`src/obcd_defs.svh`:
```
// Offsets, field positions, reset values and timing counts of the option decoder.
// Assumes a 250 MHz clk; reset phases are counted in clk cycles.
`ifndef OBCD_DEFS_SVH
`define OBCD_DEFS_SVH

`define OBCD_ERASED_BYTE     8'hFF
`define OBCD_RESERVED_DEF    1'h1
// Byte 0 fields
`define OBCD_B0_WDOG_HALT    7
`define OBCD_B0_WDOG_TYPE    6
`define OBCD_B0_CLK_GUARD    5
`define OBCD_B0_VD_HI        4
`define OBCD_B0_VD_LO        3
`define OBCD_B0_RESERVED     2
`define OBCD_B0_PKG_LO       1
`define OBCD_B0_PROTECT      0
// Byte 1 fields
`define OBCD_B1_PKG_HI       7
`define OBCD_B1_RST_LEN      6
`define OBCD_B1_SRC_HI       5
`define OBCD_B1_SRC_LO       4
`define OBCD_B1_RANGE_HI     3
`define OBCD_B1_RANGE_LO     1
`define OBCD_B1_DOUBLER      0
// Codes
`define OBCD_VD_OFF          2'h3
`define OBCD_SRC_RESONATOR   2'h0
`define OBCD_SRC_RESERVED    2'h1
`define OBCD_SRC_INTERNAL_RC 2'h2
`define OBCD_RANGE_2_4MHZ    3'h1
`define OBCD_RANGE_MAX       3'h3
`define OBCD_PKG_44          2'h0
// Reset phase lengths in cycles
`define OBCD_RST_LONG        4096
`define OBCD_RST_SHORT       256
// Register map
`define OBCD_REG_OPT0        8'h00
`define OBCD_REG_OPT1        8'h04
`define OBCD_REG_STATUS      8'h08
`define OBCD_REG_CTRL        8'h0C
`define OBCD_CTRL_WDOG_EN    0
`define OBCD_CTRL_CLR_HALT   1

`endif

```
`src/obcd_pkg.sv`:
```
// Types shared by the option decoder modules.
// Assumes obcd_defs.svh for all numeric constants.
package obcd_pkg;
  typedef enum logic [2:0] {
    OBCD_LOAD,
    OBCD_RESET,
    OBCD_RUN,
    OBCD_HALT,
    OBCD_WAKE,
    OBCD_ERASE
  } obcd_phase_e;
endpackage : obcd_pkg

```
`src/obcd_option_decoder.sv`:
```
// Option byte decoder: latches both option bytes after power-on reset,
// times the reset and halt-exit phases and drives the decoded settings.
// Assumes option bytes are stable while reset_n is low and shortly after.
`timescale 1ns/1ps
`default_nettype none
`include "obcd_defs.svh"
module obcd_option_decoder
  import obcd_pkg::*;
#(
  parameter int          PAD_PORTS    = 6,
  parameter int          RST_LONG     = `OBCD_RST_LONG,
  parameter int          RST_SHORT    = `OBCD_RST_SHORT,
  // Pads without a pin on the 44-pin package; value is arbitrary
  parameter logic [47:0] UNBONDED_44  = 48'h0000_F000_00F0
) (
  // Clock and reset
  input  wire logic                   clk,
  input  wire logic                   reset_n,
  // Non-volatile option content
  input  wire logic [7:0]             opt_byte0,
  input  wire logic [7:0]             opt_byte1,
  input  wire logic                   opt_erased,
  // Core events
  input  wire logic                   halt_entry,
  input  wire logic                   halt_wake,
  input  wire logic                   option_erase_req,
  input  wire logic                   user_erase_done,
  // Register port
  input  wire logic [7:0]             reg_addr,
  input  wire logic [7:0]             reg_wdata,
  input  wire logic                   reg_wr,
  input  wire logic                   reg_rd,
  output logic [7:0]                  reg_rdata,
  // Reset and sequencing
  output logic                        core_reset_n,
  output logic                        core_stall,
  output logic                        user_erase_start,
  output logic                        option_erase_grant,
  // Decoded settings
  output logic                        wdog_enable,
  output logic                        wdog_halt_reset_sel,
  output logic                        clock_guard_enable,
  output logic                        low_supply_detector,
  output logic                        aux_supply_detector,
  output logic [1:0]                  voltage_detect_sel,
  output logic                        readout_block,
  output logic                        flash_write_block,
  output logic                        package_is_44,
  output logic [PAD_PORTS*8-1:0]      pad_hold_pullup,
  output logic [1:0]                  clock_source_type,
  output logic [2:0]                  oscillator_range_sel,
  output logic                        range_low_power,
  output logic                        range_medium_power,
  output logic                        range_medium_speed,
  output logic                        range_high_speed,
  output logic                        doubler_enable,
  output logic                        config_warning
);
  localparam int TW = 13;

  typedef struct packed {
    obcd_phase_e phase;
    logic [7:0]  byte0;
    logic [7:0]  byte1;
    logic        wdog_sw_en;
    logic        halt_rst_flag;
    logic        erase_start;
    logic        erase_grant;
    logic [7:0]  rdata;
  } obcd_state_s;

  obcd_state_s st;
  obcd_state_s next_st;
  logic        tmr_start;
  logic        tmr_busy;
  logic        tmr_done;
  logic [TW-1:0] tmr_len;

  initial begin
    if (RST_LONG < 2 || RST_LONG >= (1 << TW)) $error("RST_LONG out of range");
    if (RST_SHORT < 2 || RST_SHORT > RST_LONG) $error("RST_SHORT out of range");
    if (PAD_PORTS < 1 || PAD_PORTS > 6) $error("PAD_PORTS out of range");
  end

  function automatic logic [7:0] read_reg(input logic [7:0] addr,
                                          input obcd_state_s s,
                                          input logic [7:0] status);
    case (addr)
      `OBCD_REG_OPT0:   read_reg = s.byte0;
      `OBCD_REG_OPT1:   read_reg = s.byte1;
      `OBCD_REG_STATUS: read_reg = status;
      `OBCD_REG_CTRL:   read_reg = {7'h00, s.wdog_sw_en};
      default:          read_reg = 8'h00;
    endcase
  endfunction : read_reg

  // Decode from latched bytes only, so settings never follow the inputs
  logic [1:0] pkg_code;
  logic       protect_on;
  logic       wdog_active;
  logic       rst_short;
  logic [7:0] status;

  assign wdog_halt_reset_sel = st.byte0[`OBCD_B0_WDOG_HALT];
  assign wdog_active = !st.byte0[`OBCD_B0_WDOG_TYPE] || st.wdog_sw_en;
  assign wdog_enable = wdog_active;
  assign clock_guard_enable = !st.byte0[`OBCD_B0_CLK_GUARD];
  assign voltage_detect_sel = st.byte0[`OBCD_B0_VD_HI:`OBCD_B0_VD_LO];
  assign low_supply_detector = (voltage_detect_sel != `OBCD_VD_OFF);
  assign aux_supply_detector = (voltage_detect_sel != `OBCD_VD_OFF);
  assign protect_on = !st.byte0[`OBCD_B0_PROTECT];
  assign readout_block = protect_on;
  assign flash_write_block = protect_on;
  assign pkg_code = {st.byte1[`OBCD_B1_PKG_HI], st.byte0[`OBCD_B0_PKG_LO]};
  assign package_is_44 = (pkg_code == `OBCD_PKG_44);
  // Unbonded pads pinned as pulled-up inputs on the small package
  assign pad_hold_pullup = package_is_44 ? UNBONDED_44[PAD_PORTS*8-1:0]
                                         : '0;
  assign clock_source_type = st.byte1[`OBCD_B1_SRC_HI:`OBCD_B1_SRC_LO];
  assign oscillator_range_sel =
    st.byte1[`OBCD_B1_RANGE_HI:`OBCD_B1_RANGE_LO];
  assign range_low_power    = (oscillator_range_sel == 3'h0);
  assign range_medium_power = (oscillator_range_sel == 3'h1);
  assign range_medium_speed = (oscillator_range_sel == 3'h2);
  assign range_high_speed   = (oscillator_range_sel == 3'h3);
  assign doubler_enable = !st.byte1[`OBCD_B1_DOUBLER];
  assign rst_short = st.byte1[`OBCD_B1_RST_LEN];

  // Combinations the chip cannot serve are only flagged, never corrected
  assign config_warning =
    (clock_source_type == `OBCD_SRC_RESERVED) ||
    (oscillator_range_sel > `OBCD_RANGE_MAX) ||
    (st.byte0[`OBCD_B0_RESERVED] != `OBCD_RESERVED_DEF) ||
    (protect_on && low_supply_detector) ||
    (doubler_enable && (oscillator_range_sel != `OBCD_RANGE_2_4MHZ)) ||
    (doubler_enable && (clock_source_type == `OBCD_SRC_INTERNAL_RC));

  assign status = {3'h0, st.phase == OBCD_ERASE, package_is_44,
                   config_warning, wdog_active, st.halt_rst_flag};

  assign tmr_len = rst_short ? TW'(RST_SHORT) : TW'(RST_LONG);

  always_comb begin
    next_st = st;
    tmr_start = 1'b0;
    next_st.erase_start = 1'b0;
    next_st.erase_grant = 1'b0;
    next_st.rdata = reg_rd ? read_reg(reg_addr, st, status) : 8'h00;
    if (reg_wr && reg_addr == `OBCD_REG_CTRL) begin
      // Software may switch the watchdog on but never off
      if (reg_wdata[`OBCD_CTRL_WDOG_EN]) next_st.wdog_sw_en = 1'b1;
      if (reg_wdata[`OBCD_CTRL_CLR_HALT]) next_st.halt_rst_flag = 1'b0;
    end
    case (st.phase)
      OBCD_LOAD: begin
        // Caught once after release; held until the next power-on reset
        next_st.byte0 = opt_erased ? `OBCD_ERASED_BYTE : opt_byte0;
        next_st.byte1 = opt_erased ? `OBCD_ERASED_BYTE : opt_byte1;
        next_st.phase = OBCD_RESET;
      end
      OBCD_RESET: begin
        if (!tmr_busy) tmr_start = 1'b1;
        if (tmr_done) next_st.phase = OBCD_RUN;
      end
      OBCD_RUN: begin
        if (halt_entry) begin
          if (wdog_active && wdog_halt_reset_sel) begin
            next_st.phase = OBCD_RESET;
            next_st.halt_rst_flag = 1'b1;
            next_st.wdog_sw_en = 1'b0;
          end else begin
            next_st.phase = OBCD_HALT;
          end
        end else if (option_erase_req) begin
          if (protect_on) begin
            next_st.phase = OBCD_ERASE;
            next_st.erase_start = 1'b1;
          end else begin
            next_st.erase_grant = 1'b1;
          end
        end
      end
      OBCD_HALT: begin
        if (halt_wake) next_st.phase = OBCD_WAKE;
      end
      OBCD_WAKE: begin
        if (!tmr_busy) tmr_start = 1'b1;
        if (tmr_done) next_st.phase = OBCD_RUN;
      end
      OBCD_ERASE: begin
        if (user_erase_done) begin
          next_st.erase_grant = 1'b1;
          next_st.phase = OBCD_RUN;
        end
      end
      default: next_st.phase = OBCD_LOAD;
    endcase
  end

  always_ff @(posedge clk or negedge reset_n) begin
    if (!reset_n) begin
      st <= '{phase: OBCD_LOAD, byte0: `OBCD_ERASED_BYTE,
              byte1: `OBCD_ERASED_BYTE, default: '0};
    end else begin
      st <= next_st;
    end
  end

  obcd_cycle_timer #(
    .W (TW)
  ) u_timer (
    .clk     (clk),
    .reset_n (reset_n),
    .start   (tmr_start),
    .length  (tmr_len),
    .busy    (tmr_busy),
    .done    (tmr_done)
  );

  assign reg_rdata = st.rdata;
  assign core_reset_n = !(st.phase == OBCD_LOAD || st.phase == OBCD_RESET);
  assign core_stall = (st.phase == OBCD_HALT) || (st.phase == OBCD_WAKE);
  assign user_erase_start = st.erase_start;
  assign option_erase_grant = st.erase_grant;

  // Helper: length of each timed phase in cycles
  logic [TW:0] ph_cnt;
  always_ff @(posedge clk or negedge reset_n) begin
    if (!reset_n) begin
      ph_cnt <= '0;
    end else if (tmr_start) begin
      ph_cnt <= (TW+1)'(1);
    end else if (tmr_busy) begin
      ph_cnt <= ph_cnt + (TW+1)'(1);
    end
  end

  chk_phase_length: assert property (@(posedge clk) disable iff (!reset_n)
    tmr_done |-> ph_cnt == (TW+1)'(rst_short ? RST_SHORT : RST_LONG))
    else $error("reset phase length wrong");
  chk_halt_reset: assert property (@(posedge clk) disable iff (!reset_n)
    (st.phase == OBCD_RUN && halt_entry && wdog_active && wdog_halt_reset_sel)
    |=> !core_reset_n && st.halt_rst_flag)
    else $error("halt did not reset core");
  chk_halt_no_reset: assert property (@(posedge clk) disable iff (!reset_n)
    (st.phase == OBCD_RUN && halt_entry && !(wdog_active && wdog_halt_reset_sel))
    |=> core_reset_n && st.phase == OBCD_HALT)
    else $error("halt reset without cause");
  chk_hw_watchdog: assert property (@(posedge clk) disable iff (!reset_n)
    !st.byte0[`OBCD_B0_WDOG_TYPE] |-> wdog_enable)
    else $error("hardware watchdog off");
  chk_guard_and_vd: assert property (@(posedge clk) disable iff (!reset_n)
    (clock_guard_enable != st.byte0[`OBCD_B0_CLK_GUARD]) &&
    (low_supply_detector == (st.byte0[4:3] != 2'h3)))
    else $error("guard or detector decode wrong");
  chk_protect_block: assert property (@(posedge clk) disable iff (!reset_n)
    readout_block == flash_write_block && readout_block == !st.byte0[0])
    else $error("protection decode wrong");
  chk_erase_order: assert property (@(posedge clk) disable iff (!reset_n)
    (st.phase == OBCD_RUN && option_erase_req && !halt_entry && protect_on)
    |=> user_erase_start && !option_erase_grant && st.phase == OBCD_ERASE)
    else $error("option erase before user erase");
  chk_erase_hold: assert property (@(posedge clk) disable iff (!reset_n)
    (st.phase == OBCD_ERASE && !user_erase_done) |=> !option_erase_grant)
    else $error("grant during user erase");
  chk_erase_grant: assert property (@(posedge clk) disable iff (!reset_n)
    (st.phase == OBCD_ERASE && user_erase_done) |=> option_erase_grant)
    else $error("no grant after user erase");
  chk_open_grant: assert property (@(posedge clk) disable iff (!reset_n)
    (st.phase == OBCD_RUN && option_erase_req && !halt_entry && !protect_on)
    |=> option_erase_grant && !user_erase_start)
    else $error("open erase mishandled");
  chk_package: assert property (@(posedge clk) disable iff (!reset_n)
    !package_is_44 |-> pad_hold_pullup == '0)
    else $error("pads held on large package");
  chk_source_pass: assert property (@(posedge clk) disable iff (!reset_n)
    clock_source_type == st.byte1[5:4] && oscillator_range_sel == st.byte1[3:1]
    && doubler_enable != st.byte1[0])
    else $error("clock decode wrong");
  chk_latched_stable: assert property (@(posedge clk) disable iff (!reset_n)
    st.phase != OBCD_LOAD |=> $stable(st.byte0) && $stable(st.byte1))
    else $error("options changed after load");
  chk_erased_ones: assert property (@(posedge clk) disable iff (!reset_n)
    (st.phase == OBCD_LOAD && opt_erased) |=> st.byte0 == 8'hFF && st.byte1 == 8'hFF)
    else $error("erased content not all ones");

  // Sequencing and register port
  chk_load_to_reset: assert property (@(posedge clk) disable iff (!reset_n)
    st.phase == OBCD_LOAD |=> st.phase == OBCD_RESET && !core_reset_n)
    else $error("load not followed by reset");
  chk_stall_wake: assert property (@(posedge clk) disable iff (!reset_n)
    (st.phase == OBCD_HALT && halt_wake) |=> core_stall && core_reset_n)
    else $error("halt exit phase missing");
  chk_flag_clear: assert property (@(posedge clk) disable iff (!reset_n)
    (reg_wr && reg_addr == `OBCD_REG_CTRL && reg_wdata[`OBCD_CTRL_CLR_HALT]
     && !(st.phase == OBCD_RUN && halt_entry)) |=> !st.halt_rst_flag)
    else $error("halt flag not cleared");
  chk_sw_wdog_drop: assert property (@(posedge clk) disable iff (!reset_n)
    (st.phase == OBCD_RUN && halt_entry && wdog_active && wdog_halt_reset_sel)
    |=> !st.wdog_sw_en)
    else $error("soft watchdog kept");
  chk_sw_wdog_off: assert property (@(posedge clk) disable iff (!reset_n)
    (st.byte0[`OBCD_B0_WDOG_TYPE] && !st.wdog_sw_en) |-> !wdog_enable)
    else $error("soft watchdog on unasked");
  chk_rdata_idle: assert property (@(posedge clk) disable iff (!reset_n)
    !reg_rd |=> reg_rdata == 8'h00)
    else $error("read data outside read");
  chk_rdata_opt: assert property (@(posedge clk) disable iff (!reset_n)
    (reg_rd && reg_addr == `OBCD_REG_OPT1) |=> reg_rdata == $past(st.byte1))
    else $error("option readback wrong");
  chk_status_read: assert property (@(posedge clk) disable iff (!reset_n)
    (reg_rd && reg_addr == `OBCD_REG_STATUS) |=> reg_rdata[0] == $past(st.halt_rst_flag)
    && reg_rdata[1] == $past(wdog_enable) && reg_rdata[3] == $past(package_is_44))
    else $error("status readback wrong");

  // Decode checks
  chk_range_reserved: assert property (@(posedge clk) disable iff (!reset_n)
    oscillator_range_sel > `OBCD_RANGE_MAX |-> config_warning && !(range_low_power ||
      range_medium_power || range_medium_speed || range_high_speed))
    else $error("reserved range decoded");
  chk_pads_44: assert property (@(posedge clk) disable iff (!reset_n)
    package_is_44 |-> pad_hold_pullup == UNBONDED_44[PAD_PORTS*8-1:0])
    else $error("unbonded pads not held");
  chk_doubler_warn: assert property (@(posedge clk) disable iff (!reset_n)
    (doubler_enable && clock_source_type == `OBCD_SRC_INTERNAL_RC) |-> config_warning)
    else $error("doubler misuse not flagged");

  cov_halt_reset: cover property (@(posedge clk) disable iff (!reset_n)
    st.phase == OBCD_RUN ##1 st.phase == OBCD_RESET);
  cov_halt_wake: cover property (@(posedge clk) disable iff (!reset_n)
    st.phase == OBCD_WAKE ##1 st.phase == OBCD_RUN);
  cov_erase: cover property (@(posedge clk) disable iff (!reset_n)
    user_erase_start ##[1:20] option_erase_grant);
  cov_open_grant: cover property (@(posedge clk) disable iff (!reset_n)
    option_erase_req && !protect_on ##1 option_erase_grant);
  cov_erased_load: cover property (@(posedge clk) disable iff (!reset_n)
    st.phase == OBCD_LOAD && opt_erased ##1 st.phase == OBCD_RESET);
endmodule : obcd_option_decoder
`default_nettype wire

```
`src/obcd_cycle_timer.sv`:
```
// Down counter that times one reset or halt-exit phase.
// Assumes start is a one-cycle pulse given only while idle.
`timescale 1ns/1ps
`default_nettype none
module obcd_cycle_timer #(
  parameter int W = 13
) (
  // Clock and reset
  input  wire logic         clk,
  input  wire logic         reset_n,
  // Control
  input  wire logic         start,
  input  wire logic [W-1:0] length,
  // Status
  output logic              busy,
  output logic              done
);
  typedef struct packed {
    logic         busy;
    logic [W-1:0] cnt;
  } obcd_timer_s;

  obcd_timer_s st;
  obcd_timer_s next_st;

  initial begin
    if (W < 2) $error("obcd_cycle_timer: W too small");
  end

  always_comb begin
    next_st = st;
    if (start) begin
      next_st.busy = 1'b1;
      next_st.cnt  = length - {{(W-1){1'b0}}, 1'b1};
    end else if (st.busy) begin
      if (st.cnt == '0) begin
        next_st.busy = 1'b0;
      end else begin
        next_st.cnt = st.cnt - {{(W-1){1'b0}}, 1'b1};
      end
    end
  end

  always_ff @(posedge clk or negedge reset_n) begin
    if (!reset_n) begin
      st <= '0;
    end else begin
      st <= next_st;
    end
  end

  assign busy = st.busy;
  assign done = st.busy && (st.cnt == '0);
endmodule : obcd_cycle_timer
`default_nettype wire

```
`config.mk`:
```
export PLATFORM = sky130hd
export DESIGN_NAME = obcd_option_decoder
export DESIGN_NICKNAME = d
export VERILOG_FILES = /design/src/obcd_pkg.sv /design/src/obcd_option_decoder.sv /design/src/obcd_cycle_timer.sv
export VERILOG_INCLUDE_DIRS = /design/src
export SDC_FILE = /design/constraint.sdc
export NUM_CORES = 1
export LEC_CHECK = 0
export BUFFER_PORTS_ARGS = -buffer_cell sky130_fd_sc_hd__buf_2
export CAP_MARGIN = 20
export CELL_PAD_IN_SITES_DETAIL_PLACEMENT = 0
export CELL_PAD_IN_SITES_GLOBAL_PLACEMENT = 1
export CORE_MARGIN = 8
export CORE_UTILIZATION = 37
export CTS_BUF_LIST = sky130_fd_sc_hd__clkbuf_8
export DETAILED_ROUTE_END_ITERATION = 6
export PLACE_DENSITY_LB_ADDON = 0.1
export SYNTH_ARGS = -nofsm -noshare
export SYNTH_HDL_FRONTEND = slang
export SYNTH_HIERARCHICAL = 1
export SYNTH_SLANG_ARGS = --single-unit
```
`constraint.sdc`:
```
create_clock -name clk -period 2.4 [get_ports clk]
set_clock_uncertainty 0.05 [all_clocks]
set_input_delay 0.12 -clock clk [delete_from_list [all_inputs] [get_ports clk]]
set_output_delay 0.12 -clock clk [all_outputs]
set_load 0.01 [all_outputs]
```
==> key figures <==
Run status
  – Run status: complete, no violations

Critical path
  – CP Max Fanout: 16
  – Largest stage delay, worst path: about 0.50 ns
  – CP Capture Type: flip-flop
  – Startpoint types: flip-flop
  – Critical Path AT: 2.17 ns
  – Critical-path top delay cell: dfrtp_1
  – Top cell family by delay on the critical path: flip-flops
  – Critical Path RT: 2.54 ns
  – Type of the worst setup path: flip-flop to flip-flop
  – CP Cell Sequence: xnor2_1 -> nor3_1 -> inv_1 -> o211a_1 -> a221o_1
  – Total buffers and inverters traversed by the critical path: 1

Synthesis
  – Share of the yosys chip area belonging to registers: 36.6%
  – Area leader, netlist: dfrtp_1
  – Async set-reset flop share out of synthesis: 100%
  – Synth warnings: 6
  – #FFs+latches synth: between 40 and 50
  – Share of the synthesized area in the top cell type: 23.2%
  – Mapped Cells: 359
  – Most frequent cell after synthesis: buf_4
  – Dominant synthesized flop cell: dfrtp_1
  – Main area contributors after synthesis: dfrtp_1 23%, buf_4 16%, dfstp_2 13%
  – Syn avg cell area: 8.73 sq um
  – Post-synthesis cell type count: 54
  – Top post-synthesis cells by count: 66 x buf_4, 38 x nor2_1, 29 x dfrtp_1
  – Synth Cell Area: between 3000 and 4000 sq um
  – Post-synth EDFFs: 0

Global route
  – GRT overflow: 0
  – Largest net degree at the start of global routing: 33
  – GRT Util Overall: 13.7%
  – First-pass GRT wire length: 13,000 microns
  – Initial antenna violation count: 0
  – Vias in the first global route: around 2,500

Placement
  – Placed cells: 547
  – Gpl congestion: 0.772
  – DP Worst Slack: about 0.37 ns
  – Port Buffers: 75
  – DP HPWL: between 6000 and 7000 microns

Die
  – Core area: 8220 sq um
  – Die Width: 108 microns
  – Initial Util: 38.1%
  – Die height: ~110 microns
  – Row cnt: 33
  – Ports: between 100 and 150
  – DIE AREA: 11,700 sq um

Clock network
  – Root buffer cell: clkbuf_8
  – CTS tree: built
  – Clock buffer depth: 2
  – CTS buffer count: 5
  – Postcts setup bufs: 0
  – Clock insertion delay at the later pin of the skew report: 0.30 ns
  – Number of hold buffers added after CTS: 7
  – Reg clk slew, reported paths: about 0.090 ns
  – # clock sinks: 45
  – Htree depth: 2
  – # resized after CTS: 0

Finish
  – Post-Layout Cell Count: 562
  – Multi-input gate area: 1660 sq um
  – Reg area: 1150 sq um
  – Finished Core Util: 44.6%
  – Final antenna diode count: 0
  – Fillers: ~880
  – Share of layout cells above drive strength 1: 27.8%
  – Nets: roughly 500
  – Area grow syn2layout: 16.8%

Timing
  – Worst slew pin tran: 0.506 ns
  – Sum Neg Setup Slack: 0 ns
  – Slew headroom: between 60% and 70%
  – Hold_ws: 0.00724 ns
  – Post-route clock period utilization: 84.8%
  – F_max: roughly 500 MHz
  – Final Hold Viols: 0
  – Setup-failing EPs final: 0
  – RSZ-0062 raised after global routing: false
  – Fin. max-slew vios: 0
  – Crit path time final: 2.04 ns
  – Setup ws final: 0.364 ns

Route
  – Wirelength per Cell: 14.4 microns
  – DRC violations left: 0
  – Final WL: 8080 microns
  – Drt first pass iters: 4
  – Iter 0 DRT Violations: 101
  – DR vias/cell: 4.66
  – Vias: approximately 2,600
  – Antenna viol nets, final: 0

Pwr
  – Leakage power total: about 1.8 nW
  – Pwr/cell area: 986 nW/um^2
  – Worst vdd ir: 0.000304 V

Job
  – Maxcap violations: 0

Min path
  – Hold crit path type: input port to flip-flop
==> layout make-up <==
cell class,instances,share of cell area (%)
Sequential cell,45,31.3
Inverter,20,2.05
Clock buffer,6,2.26
Tap cell,105,3.59
Clock inverter,2,1.03
Timing Repair Buffer,92,14.6
Multi-Input combinational cell,292,45.2
==> cell families after synthesis <==
logic type               count (synthesis)  synth area share [%]
AND/OR/NAND/NOR                        116                  20.6
buffers and inverters                  100                  20.1
AO/OA/AOI/OAI                           77                  16.0
flip-flops                              45                  36.6
multiplexers                            10                  3.63
XOR/XNOR                                 8                  2.24
adder cells (fa/ha/maj)                  2                 0.798
other                                    1                 0.120
==> worst reg2reg max path: stages, from the launching register on <==
cell     delay (ns)
dfrtp_1        0.50
xnor2_1        0.19
nor3_1         0.36
inv_1          0.37
o211a_1        0.21
a221o_1        0.25
==> flip-flops by register name, indices dropped and copies added, names as in the netlist <==
signal,flops
rst_short,1
pkg_code,2
st,10
reg_rdata,8
clock_source_type,2
user_erase_start,1
voltage_detect_sel,2
u_timer/st,13
oscillator_range_sel,3
option_erase_grant,1
u_timer/busy,1
wdog_halt_reset_sel,1
==> metrics by stage <==
stage               total power [mW]  cell area [sq um]
finish                          3.61               3660
global route                    3.91               3660
CTS                             3.64               3660
detailed placement              3.02               3470
global placement                2.98               3470
floorplan                       2.62               3430
==> per-layer routing <==
layer	track usage, %	wire (microns)
met5	0	0
met4	3.17	65
met3	3.63	523
met2	22.6	3850
met1	17.3	3640
==> path summary, 6_finish.rpt <==
kind                                    from                     to  slack [ns]  depth (start not counted)
max in group asynchronous            reset_n  voltage_detect_sel[1]        1.42                          3
min in group asynchronous            reset_n     option_erase_grant        0.23                          2
worst max-delay path                  st[30]         u_timer/st[10]        0.36                          5
worst min-delay path            opt_byte1[5]   clock_source_type[1]       0.007                          3
worst max register to register        st[30]         u_timer/st[10]        0.36                          5
worst min register to register        st[10]                 st[10]        0.44                          1
==> power by group <==
part	switching, mW	total, mW	leakage, nW	internal [mW]
Combinational	0.867	1.54	1.21	0.668
Clock	0.270	0.608	0.0574	0.339
Sequential	0.328	1.46	0.535	1.14
Total	1.46	3.61	1.80	2.14
==> cell usage in the layout (no fill, tap or decap), drive strengths merged, types with 8 or more instances in the layout <==
master,instances
dfrtp,29
conb,79
buf,85
nor2,38
nand4,9
nor3,13
nand2,15
inv,20
dfstp,16
mux2i,8
a21oi,17
o21ai,22
nor3b,8
(Power assumes the default switching activity.)
